--- src/design/vm_exit_pkg.sv ---
package vm_exit_pkg;

   // apb register byte offsets
   localparam logic [7:0] OFF_CTRL = 8'h00;
   localparam logic [7:0] OFF_FUNC_EN = 8'h04;
   localparam logic [7:0] OFF_EXIT_LEN = 8'h08;
   localparam logic [7:0] OFF_EXIT_INFO = 8'h0C;
   localparam logic [7:0] OFF_STATUS = 8'h10;
   localparam logic [7:0] OFF_ENTRY_LEN = 8'h14;

   // values after reset
   localparam logic [31:0] CTRL_RST = 32'h0000_0001;
   localparam logic [31:0] FUNC_EN_RST = 32'h0000_0001;
   localparam logic [3:0] ENTRY_LEN_RST = 4'h0;
   localparam logic [31:0] ZERO_WORD = 32'h0000_0000;

   // control, exit length and status field positions
   localparam int CTRL_CAPTURE_BIT = 0;
   localparam int LEN_VALID_BIT = 4;
   localparam int STAT_FUNC_FAIL_BIT = 16;
   localparam int STAT_INJ_BIT = 17;

   // length and function-call limits
   localparam logic [3:0] LEN_MIN = 4'h1;
   localparam logic [3:0] LEN_MAX = 4'hF;
   localparam logic [31:0] FUNC_ARG_LIMIT = 32'h0000_0200;

   // instruction-information field positions
   localparam int F_SCALE_LO = 0;
   localparam int F_ASIZE_LO = 7;
   localparam int F_ZERO_BIT = 10;
   localparam int F_OPSIZE_BIT = 11;
   localparam int F_SEG_LO = 15;
   localparam int F_IDX_LO = 18;
   localparam int F_IDX_INV_BIT = 22;
   localparam int F_BASE_LO = 23;
   localparam int F_BASE_INV_BIT = 27;
   localparam int F_SECOND_REGISTER_FIELD_LO = 28;

   typedef enum logic [3:0] {
      EXIT_INSN_FAULT = 4'b0000,
      EXIT_INSN_TRAP = 4'b0001,
      EXIT_SW_EXCEPTION = 4'b0010,
      EXIT_DELIVERY_FAULT = 4'b0011,
      EXIT_TASK_SWITCH = 4'b0100,
      EXIT_APIC_LINEAR = 4'b0101,
      EXIT_APIC_PHYSICAL = 4'b0110,
      EXIT_FUNC_CALL = 4'b0111,
      EXIT_OTHER = 4'b1000
   } exit_kind_t;

   typedef enum logic [2:0] {
      TASK_SRC_CALL = 3'b000,
      TASK_SRC_INTERRUPT_RETURN = 3'b001,
      TASK_SRC_JMP = 3'b010,
      TASK_SRC_GATE = 3'b011,
      TASK_SRC_OTHER = 3'b100
   } task_src_t;

   typedef enum logic [2:0] {
      INSN_PORT_STRING_INPUT = 3'b000,
      INSN_PORT_STRING_OUTPUT = 3'b001,
      INSN_EXT_PAGE_TABLE_FLUSH = 3'b010,
      INSN_CONTEXT_ID_FLUSH = 3'b011,
      INSN_VIRTUAL_PROC_ID_FLUSH = 3'b100,
      INSN_DESC_TABLE = 3'b101,
      INSN_OTHER = 3'b110
   } insn_id_t;

endpackage

--- src/design/insn_fmt_if.sv ---
`timescale 1ns/100ps
interface insn_fmt_if;
   import vm_exit_pkg::*;
   insn_id_t insn_id;
   logic [2:0] addr_size;
   logic [2:0] seg;
   logic [1:0] scale;
   logic [3:0] index_register_field;
   logic index_inv;
   logic [3:0] base_register_field;
   logic base_inv;
   logic [3:0] second_register_field;
   logic op_size;
   logic info_fmt_ok;
   logic [31:0] info;

   modport producer (
      output insn_id, addr_size, seg, scale, index_register_field,
      output index_inv, base_register_field, base_inv,
      output second_register_field, op_size,
      input info_fmt_ok, info
   );
   modport formatter (
      input insn_id, addr_size, seg, scale, index_register_field,
      input index_inv, base_register_field, base_inv,
      input second_register_field, op_size,
      output info_fmt_ok, info
   );
endinterface

--- src/design/exit_instruction_information.sv ---
// The implementer's own choices: the address map and the APB slave port.
`timescale 1ns/100ps
module exit_instruction_information
   import vm_exit_pkg::*;
(
   // clock and reset
   input wire logic i_clk,
   input wire logic i_nrst,
   // apb slave
   input wire logic i_psel,
   input wire logic i_penable,
   input wire logic i_pwrite,
   input wire logic [7:0] i_paddr,
   input wire logic [31:0] i_pwdata,
   output logic [31:0] o_prdata,
   output logic o_pready,
   output logic o_pslverr,
   // exit event from the core
   input wire logic i_exit_valid,
   input wire logic [3:0] i_exit_kind,
   input wire logic [2:0] i_task_src,
   input wire logic i_deliv_sw,
   input wire logic i_injected,
   input wire logic [3:0] i_insn_len,
   // guest function call operands
   input wire logic [4:0] i_func_index,
   input wire logic [31:0] i_func_arg,
   input wire logic i_ptr_valid,
   // instruction operand description
   input wire logic [2:0] i_insn_id,
   input wire logic [2:0] i_addr_size,
   input wire logic [2:0] i_seg,
   input wire logic [1:0] i_scale,
   input wire logic [3:0] i_index_reg,
   input wire logic i_index_inv,
   input wire logic [3:0] i_base_reg,
   input wire logic i_base_inv,
   input wire logic [3:0] i_second_register_field,
   input wire logic i_op_size,
   // latched exit values
   output logic [3:0] o_exit_len,
   output logic o_exit_len_valid,
   output logic [31:0] o_exit_info,
   output logic o_exit_info_valid,
   output logic o_func_fail
);

   insn_fmt_if fmt ();

   logic [31:0] ctrl_ff;
   logic [31:0] func_en_ff;
   logic [3:0] entry_len_ff;
   logic [3:0] exit_len_ff;
   logic exit_len_valid_ff;
   logic [31:0] exit_info_ff;
   logic exit_info_valid_ff;
   logic func_fail_ff;
   logic inj_ff;
   logic [15:0] exit_cnt_ff;
   logic [31:0] prdata_ff;
   logic pready_ff;
   logic pslverr_ff;

   logic take_exit;
   logic len_qual;
   logic func_failed;
   logic [3:0] nxt_len;
   logic nxt_len_valid;
   logic apb_access;
   logic apb_wr;
   logic apb_rd;
   logic addr_hit;
   logic [31:0] rd_word;

   // decode of a known register offset
   function automatic logic reg_known(input logic [7:0] addr);
      reg_known = (addr == OFF_CTRL) || (addr == OFF_FUNC_EN) ||
         (addr == OFF_EXIT_LEN) || (addr == OFF_EXIT_INFO) ||
         (addr == OFF_STATUS) || (addr == OFF_ENTRY_LEN);
   endfunction

   // does an exit of this kind measure the instruction length
   function automatic logic len_applies(
      input logic [3:0] kind,
      input logic [2:0] src,
      input logic deliv_sw,
      input logic fail
   );
      len_applies = 1'b0;
      unique case (kind)
         EXIT_INSN_FAULT: begin
            len_applies = 1'b1;
         end
         EXIT_INSN_TRAP: begin
            len_applies = 1'b0;
         end
         EXIT_SW_EXCEPTION: begin
            len_applies = 1'b1;
         end
         EXIT_DELIVERY_FAULT: begin
            len_applies = deliv_sw;
         end
         EXIT_TASK_SWITCH: begin
            if (src == TASK_SRC_CALL || src == TASK_SRC_INTERRUPT_RETURN ||
                  src == TASK_SRC_JMP) begin
               len_applies = 1'b1;
            end else if (src == TASK_SRC_GATE) begin
               len_applies = deliv_sw;
            end
         end
         EXIT_APIC_LINEAR: begin
            len_applies = deliv_sw;
         end
         EXIT_APIC_PHYSICAL: begin
            len_applies = 1'b0;
         end
         EXIT_FUNC_CALL: begin
            len_applies = fail;
         end
         default: begin
            len_applies = 1'b0;
         end
      endcase
   endfunction

   // failed guest function call check
   always_comb begin
      func_failed = 1'b0;
      if (!func_en_ff[i_func_index]) begin
         func_failed = 1'b1;
      end else if (i_func_index == 5'h00) begin
         func_failed = (i_func_arg >= FUNC_ARG_LIMIT) || !i_ptr_valid;
      end
   end

   assign take_exit = i_exit_valid && ctrl_ff[CTRL_CAPTURE_BIT];
   assign len_qual = len_applies(i_exit_kind, i_task_src, i_deliv_sw,
      func_failed);

   // length source: injected events other than instruction faults and function calls reuse the entry-time length
   always_comb begin
      nxt_len = 4'h0;
      nxt_len_valid = 1'b0;
      if (len_qual) begin
         if (i_injected && i_exit_kind != EXIT_FUNC_CALL &&
               i_exit_kind != EXIT_INSN_FAULT) begin
            nxt_len = entry_len_ff;
         end else begin
            nxt_len = i_insn_len;
         end
         nxt_len_valid = (nxt_len >= LEN_MIN) && (nxt_len <= LEN_MAX);
      end
   end

   // operand description to the formatter
   assign fmt.insn_id = insn_id_t'(i_insn_id);
   assign fmt.addr_size = i_addr_size;
   assign fmt.seg = i_seg;
   assign fmt.scale = i_scale;
   assign fmt.index_register_field = i_index_reg;
   assign fmt.index_inv = i_index_inv;
   assign fmt.base_register_field = i_base_reg;
   assign fmt.base_inv = i_base_inv;
   assign fmt.second_register_field = i_second_register_field;
   assign fmt.op_size = i_op_size;

   insn_info_fmt u_fmt (
      .fmt(fmt)
   );

   // apb decode
   assign apb_access = i_psel && i_penable && !pready_ff;
   assign addr_hit = reg_known(i_paddr);
   assign apb_wr = apb_access && i_pwrite && addr_hit;
   assign apb_rd = apb_access && !i_pwrite && addr_hit;

   always_comb begin
      rd_word = ZERO_WORD;
      unique case (i_paddr)
         OFF_CTRL: begin
            rd_word = ctrl_ff;
         end
         OFF_FUNC_EN: begin
            rd_word = func_en_ff;
         end
         OFF_EXIT_LEN: begin
            rd_word[3:0] = exit_len_ff;
            rd_word[LEN_VALID_BIT] = exit_len_valid_ff;
         end
         OFF_EXIT_INFO: begin
            rd_word = exit_info_ff;
         end
         OFF_STATUS: begin
            rd_word[15:0] = exit_cnt_ff;
            rd_word[STAT_FUNC_FAIL_BIT] = func_fail_ff;
            rd_word[STAT_INJ_BIT] = inj_ff;
         end
         OFF_ENTRY_LEN: begin
            rd_word[3:0] = entry_len_ff;
         end
         default: begin
            rd_word = ZERO_WORD;
         end
      endcase
   end

   // control register
   always_ff @(posedge i_clk or negedge i_nrst) begin
      if (!i_nrst) begin
         ctrl_ff <= CTRL_RST;
      end else if (apb_wr && i_paddr == OFF_CTRL) begin
         ctrl_ff <= {31'h0000_0000, i_pwdata[CTRL_CAPTURE_BIT]};
      end
   end

   // guest function enable controls
   always_ff @(posedge i_clk or negedge i_nrst) begin
      if (!i_nrst) begin
         func_en_ff <= FUNC_EN_RST;
      end else if (apb_wr && i_paddr == OFF_FUNC_EN) begin
         func_en_ff <= i_pwdata;
      end
   end

   // entry-time instruction length
   always_ff @(posedge i_clk or negedge i_nrst) begin
      if (!i_nrst) begin
         entry_len_ff <= ENTRY_LEN_RST;
      end else if (apb_wr && i_paddr == OFF_ENTRY_LEN) begin
         entry_len_ff <= i_pwdata[3:0];
      end
   end

   // exit length capture, held until the next captured exit
   always_ff @(posedge i_clk or negedge i_nrst) begin
      if (!i_nrst) begin
         exit_len_ff <= 4'h0;
         exit_len_valid_ff <= 1'b0;
      end else if (take_exit) begin
         exit_len_ff <= nxt_len;
         exit_len_valid_ff <= nxt_len_valid;
      end
   end

   // instruction-information capture
   always_ff @(posedge i_clk or negedge i_nrst) begin
      if (!i_nrst) begin
         exit_info_ff <= ZERO_WORD;
         exit_info_valid_ff <= 1'b0;
      end else if (take_exit) begin
         exit_info_ff <= fmt.info;
         exit_info_valid_ff <= fmt.info_fmt_ok;
      end
   end

   // exit status
   always_ff @(posedge i_clk or negedge i_nrst) begin
      if (!i_nrst) begin
         func_fail_ff <= 1'b0;
         inj_ff <= 1'b0;
         exit_cnt_ff <= 16'h0000;
      end else if (take_exit) begin
         func_fail_ff <= (i_exit_kind == EXIT_FUNC_CALL) && func_failed;
         inj_ff <= i_injected;
         exit_cnt_ff <= exit_cnt_ff + 16'h0001;
      end
   end

   // apb answer, one wait state
   always_ff @(posedge i_clk or negedge i_nrst) begin
      if (!i_nrst) begin
         pready_ff <= 1'b0;
         pslverr_ff <= 1'b0;
         prdata_ff <= ZERO_WORD;
      end else begin
         pready_ff <= apb_access;
         pslverr_ff <= apb_access && !addr_hit;
         if (apb_rd) begin
            prdata_ff <= rd_word;
         end else if (apb_access) begin
            prdata_ff <= ZERO_WORD;
         end
      end
   end

   assign o_prdata = prdata_ff;
   assign o_pready = pready_ff;
   assign o_pslverr = pslverr_ff;
   assign o_exit_len = exit_len_ff;
   assign o_exit_len_valid = exit_len_valid_ff;
   assign o_exit_info = exit_info_ff;
   assign o_exit_info_valid = exit_info_valid_ff;
   assign o_func_fail = func_fail_ff;

endmodule

--- src/design/insn_info_fmt.sv ---
`timescale 1ns/100ps
module insn_info_fmt
   import vm_exit_pkg::*;
(
   insn_fmt_if.formatter fmt
);

   // undefined bits are driven to zero
   always_comb begin
      fmt.info = ZERO_WORD;
      fmt.info_fmt_ok = 1'b1;
      unique case (fmt.insn_id)
         INSN_PORT_STRING_INPUT: begin
            fmt.info[F_ASIZE_LO +: 3] = fmt.addr_size;
         end
         INSN_PORT_STRING_OUTPUT: begin
            fmt.info[F_ASIZE_LO +: 3] = fmt.addr_size;
            fmt.info[F_SEG_LO +: 3] = fmt.seg;
         end
         INSN_EXT_PAGE_TABLE_FLUSH, INSN_CONTEXT_ID_FLUSH,
         INSN_VIRTUAL_PROC_ID_FLUSH, INSN_DESC_TABLE: begin
            if (!fmt.index_inv) begin
               fmt.info[F_SCALE_LO +: 2] = fmt.scale;
               fmt.info[F_IDX_LO +: 4] = fmt.index_register_field;
            end
            fmt.info[F_IDX_INV_BIT] = fmt.index_inv;
            fmt.info[F_ASIZE_LO +: 3] = fmt.addr_size;
            fmt.info[F_ZERO_BIT] = 1'b0;
            fmt.info[F_SEG_LO +: 3] = fmt.seg;
            if (!fmt.base_inv) begin
               fmt.info[F_BASE_LO +: 4] = fmt.base_register_field;
            end
            fmt.info[F_BASE_INV_BIT] = fmt.base_inv;
            if (fmt.insn_id == INSN_DESC_TABLE) begin
               fmt.info[F_OPSIZE_BIT] = fmt.op_size;
            end else begin
               fmt.info[F_SECOND_REGISTER_FIELD_LO +: 4] = fmt.second_register_field;
            end
         end
         INSN_OTHER: begin
            fmt.info_fmt_ok = 1'b0;
         end
         default: begin
            fmt.info_fmt_ok = 1'b0;
         end
      endcase
   end

endmodule

--- config.mk ---
export PLATFORM = sky130hd
export DESIGN_NAME = exit_instruction_information
export DESIGN_NICKNAME = d
export VERILOG_FILES = /design/src/design/vm_exit_pkg.sv /design/src/design/insn_fmt_if.sv /design/src/design/exit_instruction_information.sv /design/src/design/insn_info_fmt.sv
export SDC_FILE = /design/constraint.sdc
export NUM_CORES = 1
export LEC_CHECK = 0
export BUFFER_PORTS_ARGS = -buffer_cell sky130_fd_sc_hd__buf_2
export CAP_MARGIN = 20
export CORE_UTILIZATION = 30
export DETAILED_ROUTE_END_ITERATION = 8
export PLACE_DENSITY = 0.57
export SLEW_MARGIN = 30
export SYNTH_ARGS = -nofsm -noshare
export SYNTH_HDL_FRONTEND = slang
export SYNTH_SLANG_ARGS = --single-unit
export TNS_END_PERCENT = 50
--- constraint.sdc ---
create_clock -name i_clk -period 1.9 [get_ports i_clk]
set_input_delay 0.095 -clock i_clk [delete_from_list [all_inputs] [get_ports i_clk]]
set_output_delay 0.095 -clock i_clk [all_outputs]
set_load 0.02 [all_outputs]
* After elaboration in Yosys (flattened, before gate mapping)
Cells that the tools add are included.
** Cells by class
- Add/subtract/negate cells :: 1
- Reductions and logical operators :: 39
- Bitwise operators :: 0
- Order comparisons :: 4
- Eq/ne operators :: 19
- Multiplexer cells :: 28
- Divide/modulo/power cells :: 0
- Multiply operators :: 0
- Shift operators :: 0
** Operators with widths (number)
- $mux 32 :: 2
- $pmux 13 s3 :: 1
- $ge 32x10->1 const B :: 1
- $pmux 14 s2 :: 1
- $mux 4 :: 6
- $pmux 4 s6 :: 1
- $add 16x1->16 const B :: 1
- $eq 8x4->1 const B :: 2
- $eq 8x5->1 const B :: 2
- $logic_and 1x1->1 :: 15
- $mux 14 :: 1
- $eq 3x2->1 const B :: 4
- $eq 4x3->1 const B :: 3
- $eq 4x2->1 const B :: 2
- $eq 8x3->1 const B :: 1
- $logic_not 8->1 :: 1
- $logic_or 1x1->1 :: 8
- $mux 1 :: 8
- $eq 3x1->1 const B :: 2
- $eq 3x3->1 const B :: 2
- $logic_not 3->1 :: 2
- $lt 5x6->1 const B :: 1
- $mux 2 :: 3
- $mux 3 :: 2
- 15 further kinds :: 19
** Storage, ports and cells
- Memory bits (writable) :: 0
- Memories kept :: 0
- Output and inout port bits :: 73
- Register bits :: 119
- Bits in read-only memories :: 0
- Word-level logic and storage cells :: 104
- Latch bits :: 0

* Longest topological paths before layout
Gate-level depths: netlist (run 1).
- Word-level depth :: 9
- Gate-level depth with buffers :: 8
- Mapped depth without buffers :: 6

* Modules after synthesis
A second synthesis (run 1) with hierarchy kept.
** Unflattened totals
- Cells, all modules :: 581
- Area, all modules :: 6125.9 um^2
** By module, submodules not included
- exit_instruction_information :: instances 1, cells an instance 542, sequential area each 3180.6 um^2, area each 5834.3 um^2
- insn_info_fmt :: instances 1, cells an instance 39, sequential area each 0.0 um^2, area each 291.5 um^2

* Worst setup path after synthesis (run 1)
Ideal clock, no wire load.
- Path type :: reg2reg
- From :: reg pready_ff, in the netlist o_pready
- To :: reg func_en_ff[10]
- Stages on the path, launching flop included :: 8
- Clock period less this slack :: 1892 ps
- Setup time :: 125 ps
- Arrival :: 1768 ps
- Slack :: 8 ps
- Data required time :: 1775 ps
- Cell sequence :: dfrtp_1 -> or2_2 -> clkbuf_1 -> inv_1 -> and3_1 -> clkbuf_2 -> buf_4 -> mux2_2
** On the way
- Word-level cells in the longest chain between the ends :: 5
** RTL lines
- from (decl) :: RTL line exit_instruction_information.sv:61 : logic pready_ff;
- from (signal assigned) :: RTL line exit_instruction_information.sv:276 : pready_ff <= apb_access;
- $logic_not 1->1 :: RTL line exit_instruction_information.sv:172 : assign apb_access = i_psel && i_penable && !pready_ff;
- $logic_and 1x1->1 :: RTL line exit_instruction_information.sv:172
- via apb_access :: RTL line exit_instruction_information.sv:69 : logic apb_access;
- $logic_and 1x1->1 (2 in a row) :: RTL line exit_instruction_information.sv:174 : assign apb_wr = apb_access && i_pwrite && addr_hit;
- $logic_and 1x1->1 :: RTL line exit_instruction_information.sv:220 : end else if (apb_wr && i_paddr == OFF_FUNC_EN) begin
- to (signal assigned) :: RTL line exit_instruction_information.sv:221 : func_en_ff <= i_pwdata;
- to (decl) :: RTL line exit_instruction_information.sv:51 : logic [31:0] func_en_ff;
The timed path passes the listed nets, and every way through them passes these cells.
A chain may end at the register's enable or synchronous reset.

* Final worst setup path (run 1)
- From :: reg func_en_ff[6]
- To :: reg exit_len_ff[3], in the netlist o_exit_len[3]
** On the way
- Word-level cells in the longest chain between the ends :: 5
** RTL lines
- $bmux 1 s5 :: RTL line exit_instruction_information.sv:129 : if (!func_en_ff[i_func_index]) begin
- $mux 1 (implied by the code) :: RTL line exit_instruction_information.sv:129
- $mux 1 :: RTL line exit_instruction_information.sv:129
- $pmux 1 s4 :: RTL line exit_instruction_information.sv:90 : unique case (kind)
- $mux 4 :: RTL line exit_instruction_information.sv:144 : if (len_qual) begin
- to (signal assigned) :: RTL line exit_instruction_information.sv:240 : exit_len_ff <= nxt_len;
- to (decl) :: RTL line exit_instruction_information.sv:53 : logic [3:0] exit_len_ff;
No other way between the ends. The select of a mux whose other input is x is not followed.

==> impl_metrics.yaml, run 1 <==
global_routing:
  gr-total-overflow: 0
  grt_max_degree: 53
  grt_pass1_vias: 4807
  grt_pass1_wl_um: 25800
  antenna_found_initial: 1
  grtUsageTotal_pct: 18.8
cts:
  clock_latency_ns: 0.42
  cts_max_level: 4
  root_buffer: "clkbuf_16"
  path_clk_slew_ns: 0.05
  cts_setup_buffers: 0
  cts_buffers: 17
  cts_tree: "built"
  cts.sinks: 118
  max-clock-path-buffers: 2
floorplanning:
  coreArea_um2: 18000
  initial_utilization_pct: 30.6
  die_h_um: 138
  die_w_um: 138
  ios: 196
  dieArea_um2: 18900
  rows: 49
cells_and_area:
  drive_above_1_share_pct: 40.5
  nets: 856
  syn_to_final_growth_pct: 46.1
timing:
  max_freq_mhz: 542
  fin_crit_sh_pct: 97.2
  rsz0062_at_grt: "yes"
  fin_hold_ws_ns: 0.0345
  finClkSkew_ns: 0.00897
  max_slew.worst_pin.slew_ns: 0.562
  finalSetupViolCount: 0
  relSlewSlack_pct: 62.2
  slew_viol_final: 0
  worst_slack_ns: 0.0537
  hold_violations: 0
  layout_min_cycle_time_ns: 1.85
logic_synthesis:
  avgSynthCellArea_um2: 11.5
  seq_area_frac_synth_pct: 53.5
  synth_edf_count: 0
  synth-warning-count: 0
  netlist_area_um2: 5520
  ys_seq_elements: 118
  synth_top_area_share_pct: 52.6
  synth_flop_cell: "dfrtp_1"
  synth_area_leader_cell: "dfrtp_1"
  synth_area_leaders: "dfrtp_1 (53%), mux2_2 (9.0%), o21ai_0 (4.0%)"
  postSynthCellCount: 478
  ys_types: 50
  synthArstFlopShare_pct: 100
drt:
  detail_route.iter0.violations: 258
  avgViaCountPerCell: 4.90
  wl_per_cell_um: 17.7
  vias: 4770
  postRouteAntennaNets: 0
  drcViolationCount: 0
  postRouteWirelength_um: 17200
  drt-pass1-iter-count: 5
power_and_ir_drop:
  power_density_nw_per_um2: 827
  p_leak_nw: 3.97
  vdd_drop_max_mv: 0.607
place:
  portBuffers: 177
  dpl.hpwl_um: 12600
  post-place-ws_ns: -0.0709
  gp_congestion: 0.822
worst_setup_path:
  worstSetupEndpointType: "register"
  critPathArrivalTime_ns: 2.17
  critPathLaunchType: "register"
  path_max_fanout: 5
  worst-setup-path-type: "register to register"
  critPathRequiredTime_ns: 2.22
hold_path:
  hold_path_class: "input pin to register"
status:
  status: "complete, no violations"
flow_run:
  drv_cap: 0
[cells in the final DEF (no fill, tap or decap), types with 4 or more instances in the layout]
cell type and instances:
nand2_1 57, nor2_1 15, conb_1 9, o31ai_2 4, a222oi_1 7, nor4_1 6, a22o_1 17, dfrtp_1 116
mux4_2 4, nand2b_1 7, nand3_1 7, inv_1 5, xnor2_1 11, buf_4 25, a22oi_1 22, buf_12 6
buf_2 176, xor2_1 4, mux2i_1 7, nand4_1 6, bufinv_16 5, mux2_2 44, a21oi_1 11, o21ai_0 44
clkbuf_16 17, dlygate4sd3_1 56
[where the power goes]
part	switching [mW]	internal [mW]	total, mW
Clock	1.14	2.36	3.50
Combinational	0.292	0.280	0.572
Sequential	0.0383	2.56	2.60
Total	1.47	5.20	6.67
[layout make-up]
class | count | area (µm²)
sequential | 118 | 2960
antenna | 1 | 2.50
timing repair buffer | 263 | 1750
clock buffer | 20 | 447
fill | 1706 | 9960
tap | 229 | 287
multi-input combinational | 325 | 2400
inverter | 5 | 18.8
clock inverter | 12 | 201
[cell usage after synthesis (5+ instances only)]
master    number
o21ai_0       44
mux2i_1        8
nor2_1        15
a22oi_1       22
nand4_1        6
nor4_1         6
buf_4         12
nand2_1       58
nand3_1        7
nand2b_1       7
a22o_1        17
mux2_2        44
a21oi_1       11
xnor2_1       11
dfrtp_1      116
clkbuf_1      19
a222oi_1       7
inv_1          5
[state kept, by name, indices dropped and copies added (netlist names), 4 cells and up]
signal	count
func_en_ff	32
o_prdata	32
o_exit_info	23
exit_cnt_ff	16
entry_len_ff	4
o_exit_len	4
[per-stage QoR]
stage	util, %	TNS [ns]	instance area, µm²	total power [mW]	std cells
after CTS	44.7	0	8050	6.75	972
after global placement	37.9	-0.160	6840	3.11	884
after global routing	44.7	-0.0569	8060	6.93	973
after detailed placement	37.9	-0.265	6840	3.12	884
after floorplan	-	0	5550	2.83	486
final	44.7	0	8060	6.67	973
[final timing paths]
check | startpoint | endpoint | slack [ns] | cells past startpoint
worst max register to register | func_en_ff[6] | o_exit_len[3] | 0.05 | 6
worst min-delay path | i_op_size | o_exit_info[11] | 0.03 | 3
min in group asynchronous | i_nrst | exit_cnt_ff[15] | 0.20 | 2
max in group asynchronous | i_nrst | o_exit_info[28] | 1.02 | 3
worst min register to register | o_prdata[13] | o_prdata[13] | 0.47 | 2
worst max-delay path | func_en_ff[6] | o_exit_len[3] | 0.05 | 6
[cell families after synthesis]
| logic type | Yosys count | share of synthesized area [%] |
|---|---|---|
| adders and majority gates | 3 | 0.680 |
| and+or+nand+nor | 124 | 11.1 |
| other | 1 | 0.0679 |
| buffers and inverters | 43 | 3.97 |
| muxes | 59 | 13.6 |
| DFF | 118 | 53.5 |
| AOI/OAI and AO/OA | 115 | 14.7 |
| xor gates and xnor gates | 15 | 2.38 |
[what timing repair did]
action	4_1_cts	5_1_grt
setup endpoints to repair	5	3
hold buffers	56	0
gates resized for setup	3	1
pin swaps	6	2
endpoints found under the hold margin	94	0
[worst max-delay path, stage by stage (launching register included)]
cell and delay (ns):
dfrtp_1 0.42, mux4_2 0.50, mux2i_2 0.21, o22ai_2 0.11, nand3_2 0.11, a41oi_4 0.19
o31ai_2 0.22
[metal layers]
layer  GRT usage (%)  wire length, µm  vias to the layer above
li1                -                -                     2265
met1            23.5             7470                     2307
met2            31.1             8460                      176
met3            4.45              947                       22
met4            7.45              337                        0
met5               0                0                        -
Note: power is estimated with default switching activity, not from simulation.
==> run 2: changes to the inputs <==
--- a/config.mk
+++ b/config.mk
@@ -8,7 +8,10 @@
 export BUFFER_PORTS_ARGS = -buffer_cell sky130_fd_sc_hd__buf_2
 export CAP_MARGIN = 20
 export CORE_UTILIZATION = 30
+export CTS_CLUSTER_SIZE = 12
 export DETAILED_ROUTE_END_ITERATION = 8
+export GPL_TIMING_DRIVEN = 0
+export MAX_ROUTING_LAYER = met4
 export PLACE_DENSITY = 0.57
 export SLEW_MARGIN = 30
 export SYNTH_ARGS = -nofsm -noshare
==> run 2 against run 1 <==
Compared with the run above: the flow now finishes with violations (negative setup slack); critical path type unchanged; count of clock-buffer cells in the layout is 1 lower; wire length is 6.8% higher; final area is 0.33% higher; via count is 3.9% higher; first-iteration DRC count is 0.78% higher.
==> impl_metrics.yaml, run 2 (synthesis gave the netlist of run 1 again) <==
global_routing:
  grtUsageTotal_pct: 20.3
  gr-total-overflow: 0
  grt_max_degree: 75
  grt_pass1_wl_um: 26900
  grt_pass1_vias: 4888
  antenna_found_initial: 0
flow_run:
  drv_cap: 0
worst_setup_path:
  rrSetupSlack_ns: -0.002
  reg2reg_depth: 7
  worstReg2RegEnd: "o_exit_len[2]"
  worstSetupEndpointType: "register"
  critPathRequiredTime_ns: 2.23
  critPathArrivalTime_ns: 2.23
  critPathLaunchType: "register"
  worst-setup-path-type: "register to register"
  path_max_fanout: 5
  worst_r2r_startpoint: "func_en_ff[14]"
timing:
  max_freq_mhz: 526
  finClkSkew_ns: 0.00644
  hold_violations: 0
  rsz0062_at_grt: "yes"
  worst_slack_ns: -0.00179
  fin_crit_sh_pct: 100
  slew_viol_final: 0
  max_slew.worst_pin.slew_ns: 0.990
  layout_min_cycle_time_ns: 1.90
  finalSetupViolCount: 2
  relSlewSlack_pct: 34.0
cells_and_area:
  instances_no_fill: 981
  nets: 865
  num_antenna_cells: 0
  syn_to_final_growth_pct: 46.5
  final_cell_mix: "buf_2 (175), dfrtp_1 (116), dlygate4sd3_1 (58)"
  final_common_cell: "buf_2"
  post-route-util_pct: 44.9
  drive_above_1_share_pct: 39.4
  final_area_um2: 8090
cts:
  path_clk_slew_ns: 0.06
  cts.sinks: 118
  cts_tree: "built"
  cts_max_level: 4
  clock_latency_ns: 0.42
  max-clock-path-buffers: 2
  cts_buffers: 17
  root_buffer: "clkbuf_16"
drt:
  avgViaCountPerCell: 5.05
  wl_per_cell_um: 18.7
  drt-pass1-iter-count: 5
  postRouteWirelength_um: 18400
  vias: 4954
  postRouteAntennaNets: 0
  drcViolationCount: 0
  detail_route.iter0.violations: 260
hold_path:
  worstHoldEndpoint: "ctrl_ff[0]"
  hold_path_depth: 3
  min_from: "i_pwrite"
  hold_path_class: "input pin to register"
floorplanning:
  die_w_um: 138
  coreArea_um2: 18000
  die_h_um: 138
  ios: 196
  dieArea_um2: 18900
  initial_utilization_pct: 30.6
  rows: 49
place:
  gp_congestion: 0.890
  portBuffers: 173
  place_inst: 889
  dpl_cell_area_um2: 6740
  dpl.hpwl_um: 13700
status:
  status: "complete, but fails checks"
  violations: "negative setup slack"
power_and_ir_drop:
  vdd_drop_max_mv: 0.592
  p_leak_nw: 3.93
  power_density_nw_per_um2: 845
-- run 2: power by group --
| part | internal (mW) | switching [mW] | total (mW) |
|---|---|---|---|
| clock network | 2.49 | 1.16 | 3.65 |
| logic | 0.284 | 0.299 | 0.583 |
| registers | 2.56 | 0.0415 | 2.60 |
-- run 2: critical path, stage by stage, from the launching register on --
cell,delay [ns]
dfrtp_1,0.41
mux4_2,0.50
o22ai_2,0.19
o22ai_2,0.12
nand3_2,0.10
a41oi_4,0.13
buf_12,0.18
o31ai_4,0.17
-- run 2: stage by stage --
step                setup slack (ns)  hold WS (ns)  setup TNS (ns)  power, mW
finish                      -0.00179        0.0558        -0.00353       6.83
global route                 -0.0797        0.0590          -0.313       7.06
CTS                          -0.0115        0.0405         -0.0115       6.87
global placement              -0.738         0.312         -100.41       3.10
detailed placement            -0.345        0.0121          -16.76       3.12
floorplan                    0.00765        -0.201               0       2.83
-- run 2: metal layers --
metal  vias to the layer above  routed length, µm  GRT usage (%)  share of wire, %
li1                       2276                  -              -                 -
met1                      2445               7840           24.9                43
met2                       203               8960           32.8                49
met3                        30               1260           4.56               6.8
met4                         0                325           6.78               1.8
met5                         -                  0              -                 0
-- run 2: repair_timing --
| action | 4_1_cts | 5_1_grt |
|---|---|---|
| setup endpoints to repair | 64 | 43 |
| gates resized for setup | 8 | 13 |
| hold buffers | 58 | 0 |
| endpoints found under the hold margin | 179 | 0 |
| setup buffers | 0 | 3 |
| pin swaps | 2 | 6 |
-- run 2: worst max path at each step --
| stage | start | cells after the start | end | slack, ns |
|---|---|---|---|---|
| finish | func_en_ff[14] | 7 | o_exit_len[2] | -0.002 |
| global route | func_en_ff[14] | 7 | o_exit_len[3] | -0.08 |
| CTS | func_en_ff[0] | 6 | o_exit_len_valid | -0.01 |
| detailed placement | o_pready | 7 | func_en_ff[18] | -0.35 |
| global placement | i_nrst | 1 | o_exit_info[29] | -0.74 |
| floorplan | o_pready | 7 | func_en_ff[10] | 0.008 |
-- run 2: cell type report --
cell class | count | area, µm²
timing repair buffer | 235 | 1520
multi-input combinational | 325 | 2430
buffer | 37 | 211
tap | 229 | 287
clock buffer | 19 | 443
sequential | 118 | 2960
fill | 1726 | 9940
inverter | 5 | 18.8
clock inverter | 13 | 228
==> run 3: changes to the inputs <==
--- a/config.mk
+++ b/config.mk
@@ -7,12 +7,15 @@
 export LEC_CHECK = 0
 export BUFFER_PORTS_ARGS = -buffer_cell sky130_fd_sc_hd__buf_2
 export CAP_MARGIN = 20
-export CORE_UTILIZATION = 30
+export CELL_PAD_IN_SITES_DETAIL_PLACEMENT = 0
+export CELL_PAD_IN_SITES_GLOBAL_PLACEMENT = 2
+export CORE_UTILIZATION = 29
+export CTS_BUF_LIST = sky130_fd_sc_hd__clkbuf_8
 export CTS_CLUSTER_SIZE = 12
 export DETAILED_ROUTE_END_ITERATION = 8
 export GPL_TIMING_DRIVEN = 0
 export MAX_ROUTING_LAYER = met4
-export PLACE_DENSITY = 0.57
+export PLACE_DENSITY = 0.81
 export SLEW_MARGIN = 30
 export SYNTH_ARGS = -nofsm -noshare
 export SYNTH_HDL_FRONTEND = slang
==> run 3 against run 2 <==
Compared with the run above: the flow now finishes without violations; critical path depth shrank 1; clock skew is 0.0023 ns higher; hold slack got worse by 0.0042 ns; setup slack improved by 0.019 ns; non-clock buffer count stayed put; sequential power about the same; final cell count is 0.71% higher; highest routed layer unchanged; clock power shrank 26%; first-iteration DRC count up 2.3%; sequential share of layout area increased by 1.0 points.
==> impl_metrics.yaml, run 3 (synthesis gave the netlist of run 1 again) <==
status:
  status: "complete, no violations"
global_routing:
  grtUsageTotal_pct: 19.6
  antenna_found_initial: 2
  grt_max_degree: 88
  gr-total-overflow: 0
  grt_pass1_wl_um: 27700
  grt_pass1_vias: 4925
drt:
  vias: 4903
  avgViaCountPerCell: 4.96
  drcViolationCount: 0
  postRouteWirelength_um: 17900
  postRouteAntennaNets: 0
  drt-pass1-iter-count: 5
  detail_route.iter0.violations: 266
  wl_per_cell_um: 18.1
worst_setup_path:
  crit_chain: "mux4_2 > mux2i_2 > o22ai_2 > nand3_2 > a41oi_4 > o31ai_2"
  worstSetupEndpointType: "register"
  reg2reg_depth: 6
  rrSetupSlack_ns: 0.02
  critPathLaunchType: "register"
  worstReg2RegEnd: "o_exit_len[2]"
  critPathRequiredTime_ns: 2.26
  worst_r2r_startpoint: "func_en_ff[7]"
  worst-setup-path-type: "register to register"
  slowest_delay_ns: 0.50
  critPathArrivalTime_ns: 2.24
  path_max_fanout: 5
  slowest_stage: "mux4_2"
timing:
  rsz0062_at_grt: "yes"
  max_freq_mhz: 531
  finalSetupViolCount: 0
  slew_viol_final: 0
  layout_min_cycle_time_ns: 1.88
  fin_hold_ws_ns: 0.0516
  hold_violations: 0
  fin_crit_sh_pct: 99.1
  relSlewSlack_pct: 44.0
  finClkSkew_ns: 0.00870
  max_slew.worst_pin.slew_ns: 0.840
  tns_ns: 0
floorplanning:
  rows: 50
  coreArea_um2: 18700
  initial_utilization_pct: 29.5
  die_w_um: 140
  dieArea_um2: 19600
  die_h_um: 140
  ios: 196
power_and_ir_drop:
  p_leak_nw: 3.86
  power_density_nw_per_um2: 745
  vdd_drop_max_mv: 0.390
  finalPower_mw: 5.86
place:
  place_inst: 894
  gp_congestion: 0.818
  portBuffers: 173
  dpl.hpwl_um: 13500
hold_path:
  hold_path_depth: 3
  min_from: "i_pwrite"
  worstHoldEndpoint: "ctrl_ff[0]"
  hold_path_class: "input pin to register"
cells_and_area:
  instances_no_fill: 988
  drive_above_1_share_pct: 39.2
  nets: 865
  syn_to_final_growth_pct: 42.6
  final_common_cell: "buf_2"
  fillCellCount: 1809
  final_cell_mix: "buf_2 (175), dfrtp_1 (116), dlygate4sd3_1 (58)"
flow_run:
  drv_cap: 0
cts:
  path_clk_slew_ns: 0.07
  max-clock-path-buffers: 2
  cts_buffers: 17
  root_buffer: "clkbuf_8"
  cts.sinks: 118
  cts_max_level: 4
  clock_latency_ns: 0.45
  cts_tree: "built"
[run 3: cell types whose count changed in the layout (fill, tap and decap cells not counted), sizes merged]
cell      delta
clkbuf       +2
clkinvlp     -2
clkinv       -1
bufinv       -1
inv          +2
diode        +2
[run 3: layer usage]
| metal | GRT usage, % | share of wire (%) |
|---|---|---|
| met1 | 26.2 | 46 |
| met2 | 29.4 | 46 |
| met3 | 3.86 | 5.9 |
| met4 | 7.63 | 2.2 |
| met5 | - | 0 |
[run 3: what timing repair did]
item                                    in CTS  in global routing
setup buffers                                0                  3
gates resized for setup                      8                 12
endpoints found under the setup margin      64                 45
pin swaps                                    5                  2
hold endpoints to repair                   178                  0
hold buffers                                58                  0
[run 3: how the worst max path moves through the flow]
stage / from / endpoint / slack (ns) / depth (start not counted)
3_5_place_dp: o_pready / func_en_ff[19] / -0.44 / 7
4_1_cts: o_pready / func_en_ff[27] / -0.04 / 6
6_report: func_en_ff[7] / o_exit_len[2] / 0.02 / 6
2_1_floorplan: o_pready / func_en_ff[10] / 0.008 / 7
3_3_place_gp: i_nrst / o_exit_info[30] / -0.75 / 1
5_1_grt: func_en_ff[2] / o_exit_len[1] / -0.08 / 6
[run 3: final cells by class]
| cell class | count | area [µm²] | share of cell area (%) |
|---|---|---|---|
| Antenna cell | 2 | 5.00 | 0.0636 |
| Tap cell | 234 | 293 | 3.72 |
| Clock buffer | 21 | 289 | 3.67 |
| Buffer | 37 | 211 | 2.69 |
| Sequential cell | 118 | 2960 | 37.6 |
| Clock inverter | 11 | 178 | 2.26 |
| Timing Repair Buffer | 235 | 1510 | 19.1 |
| Inverter | 5 | 18.8 | 0.239 |
| Multi-Input combinational cell | 325 | 2410 | 30.7 |
[run 3: power by group]
| group | internal [mW] | switching, mW | total, mW | leakage, nW |
|---|---|---|---|---|
| registers | 2.56 | 0.0431 | 2.60 | 1.64 |
| clock network | 1.68 | 1.02 | 2.70 | 0.248 |
| logic | 0.277 | 0.285 | 0.561 | 1.98 |
[run 3: critical path, delay by kind of cell (launching register included)]
family / cells / cell delay (ns)
multiplexers: 2 / 0.71
AO/OA/AOI/OAI: 3 / 0.56
AND/OR/NAND/NOR: 1 / 0.12
flip-flops: 1 / 0.40
[run 3: metrics by stage]
step	setup WS [ns]	cell area, µm²	util, %
final	0.0174	7870	42.1
after global routing	-0.0837	7870	42.1
after CTS	-0.0365	7810	41.8
after detailed placement	-0.443	6750	36.1
after global placement	-0.753	6710	35.9
after floorplan	0.00765	5550	-
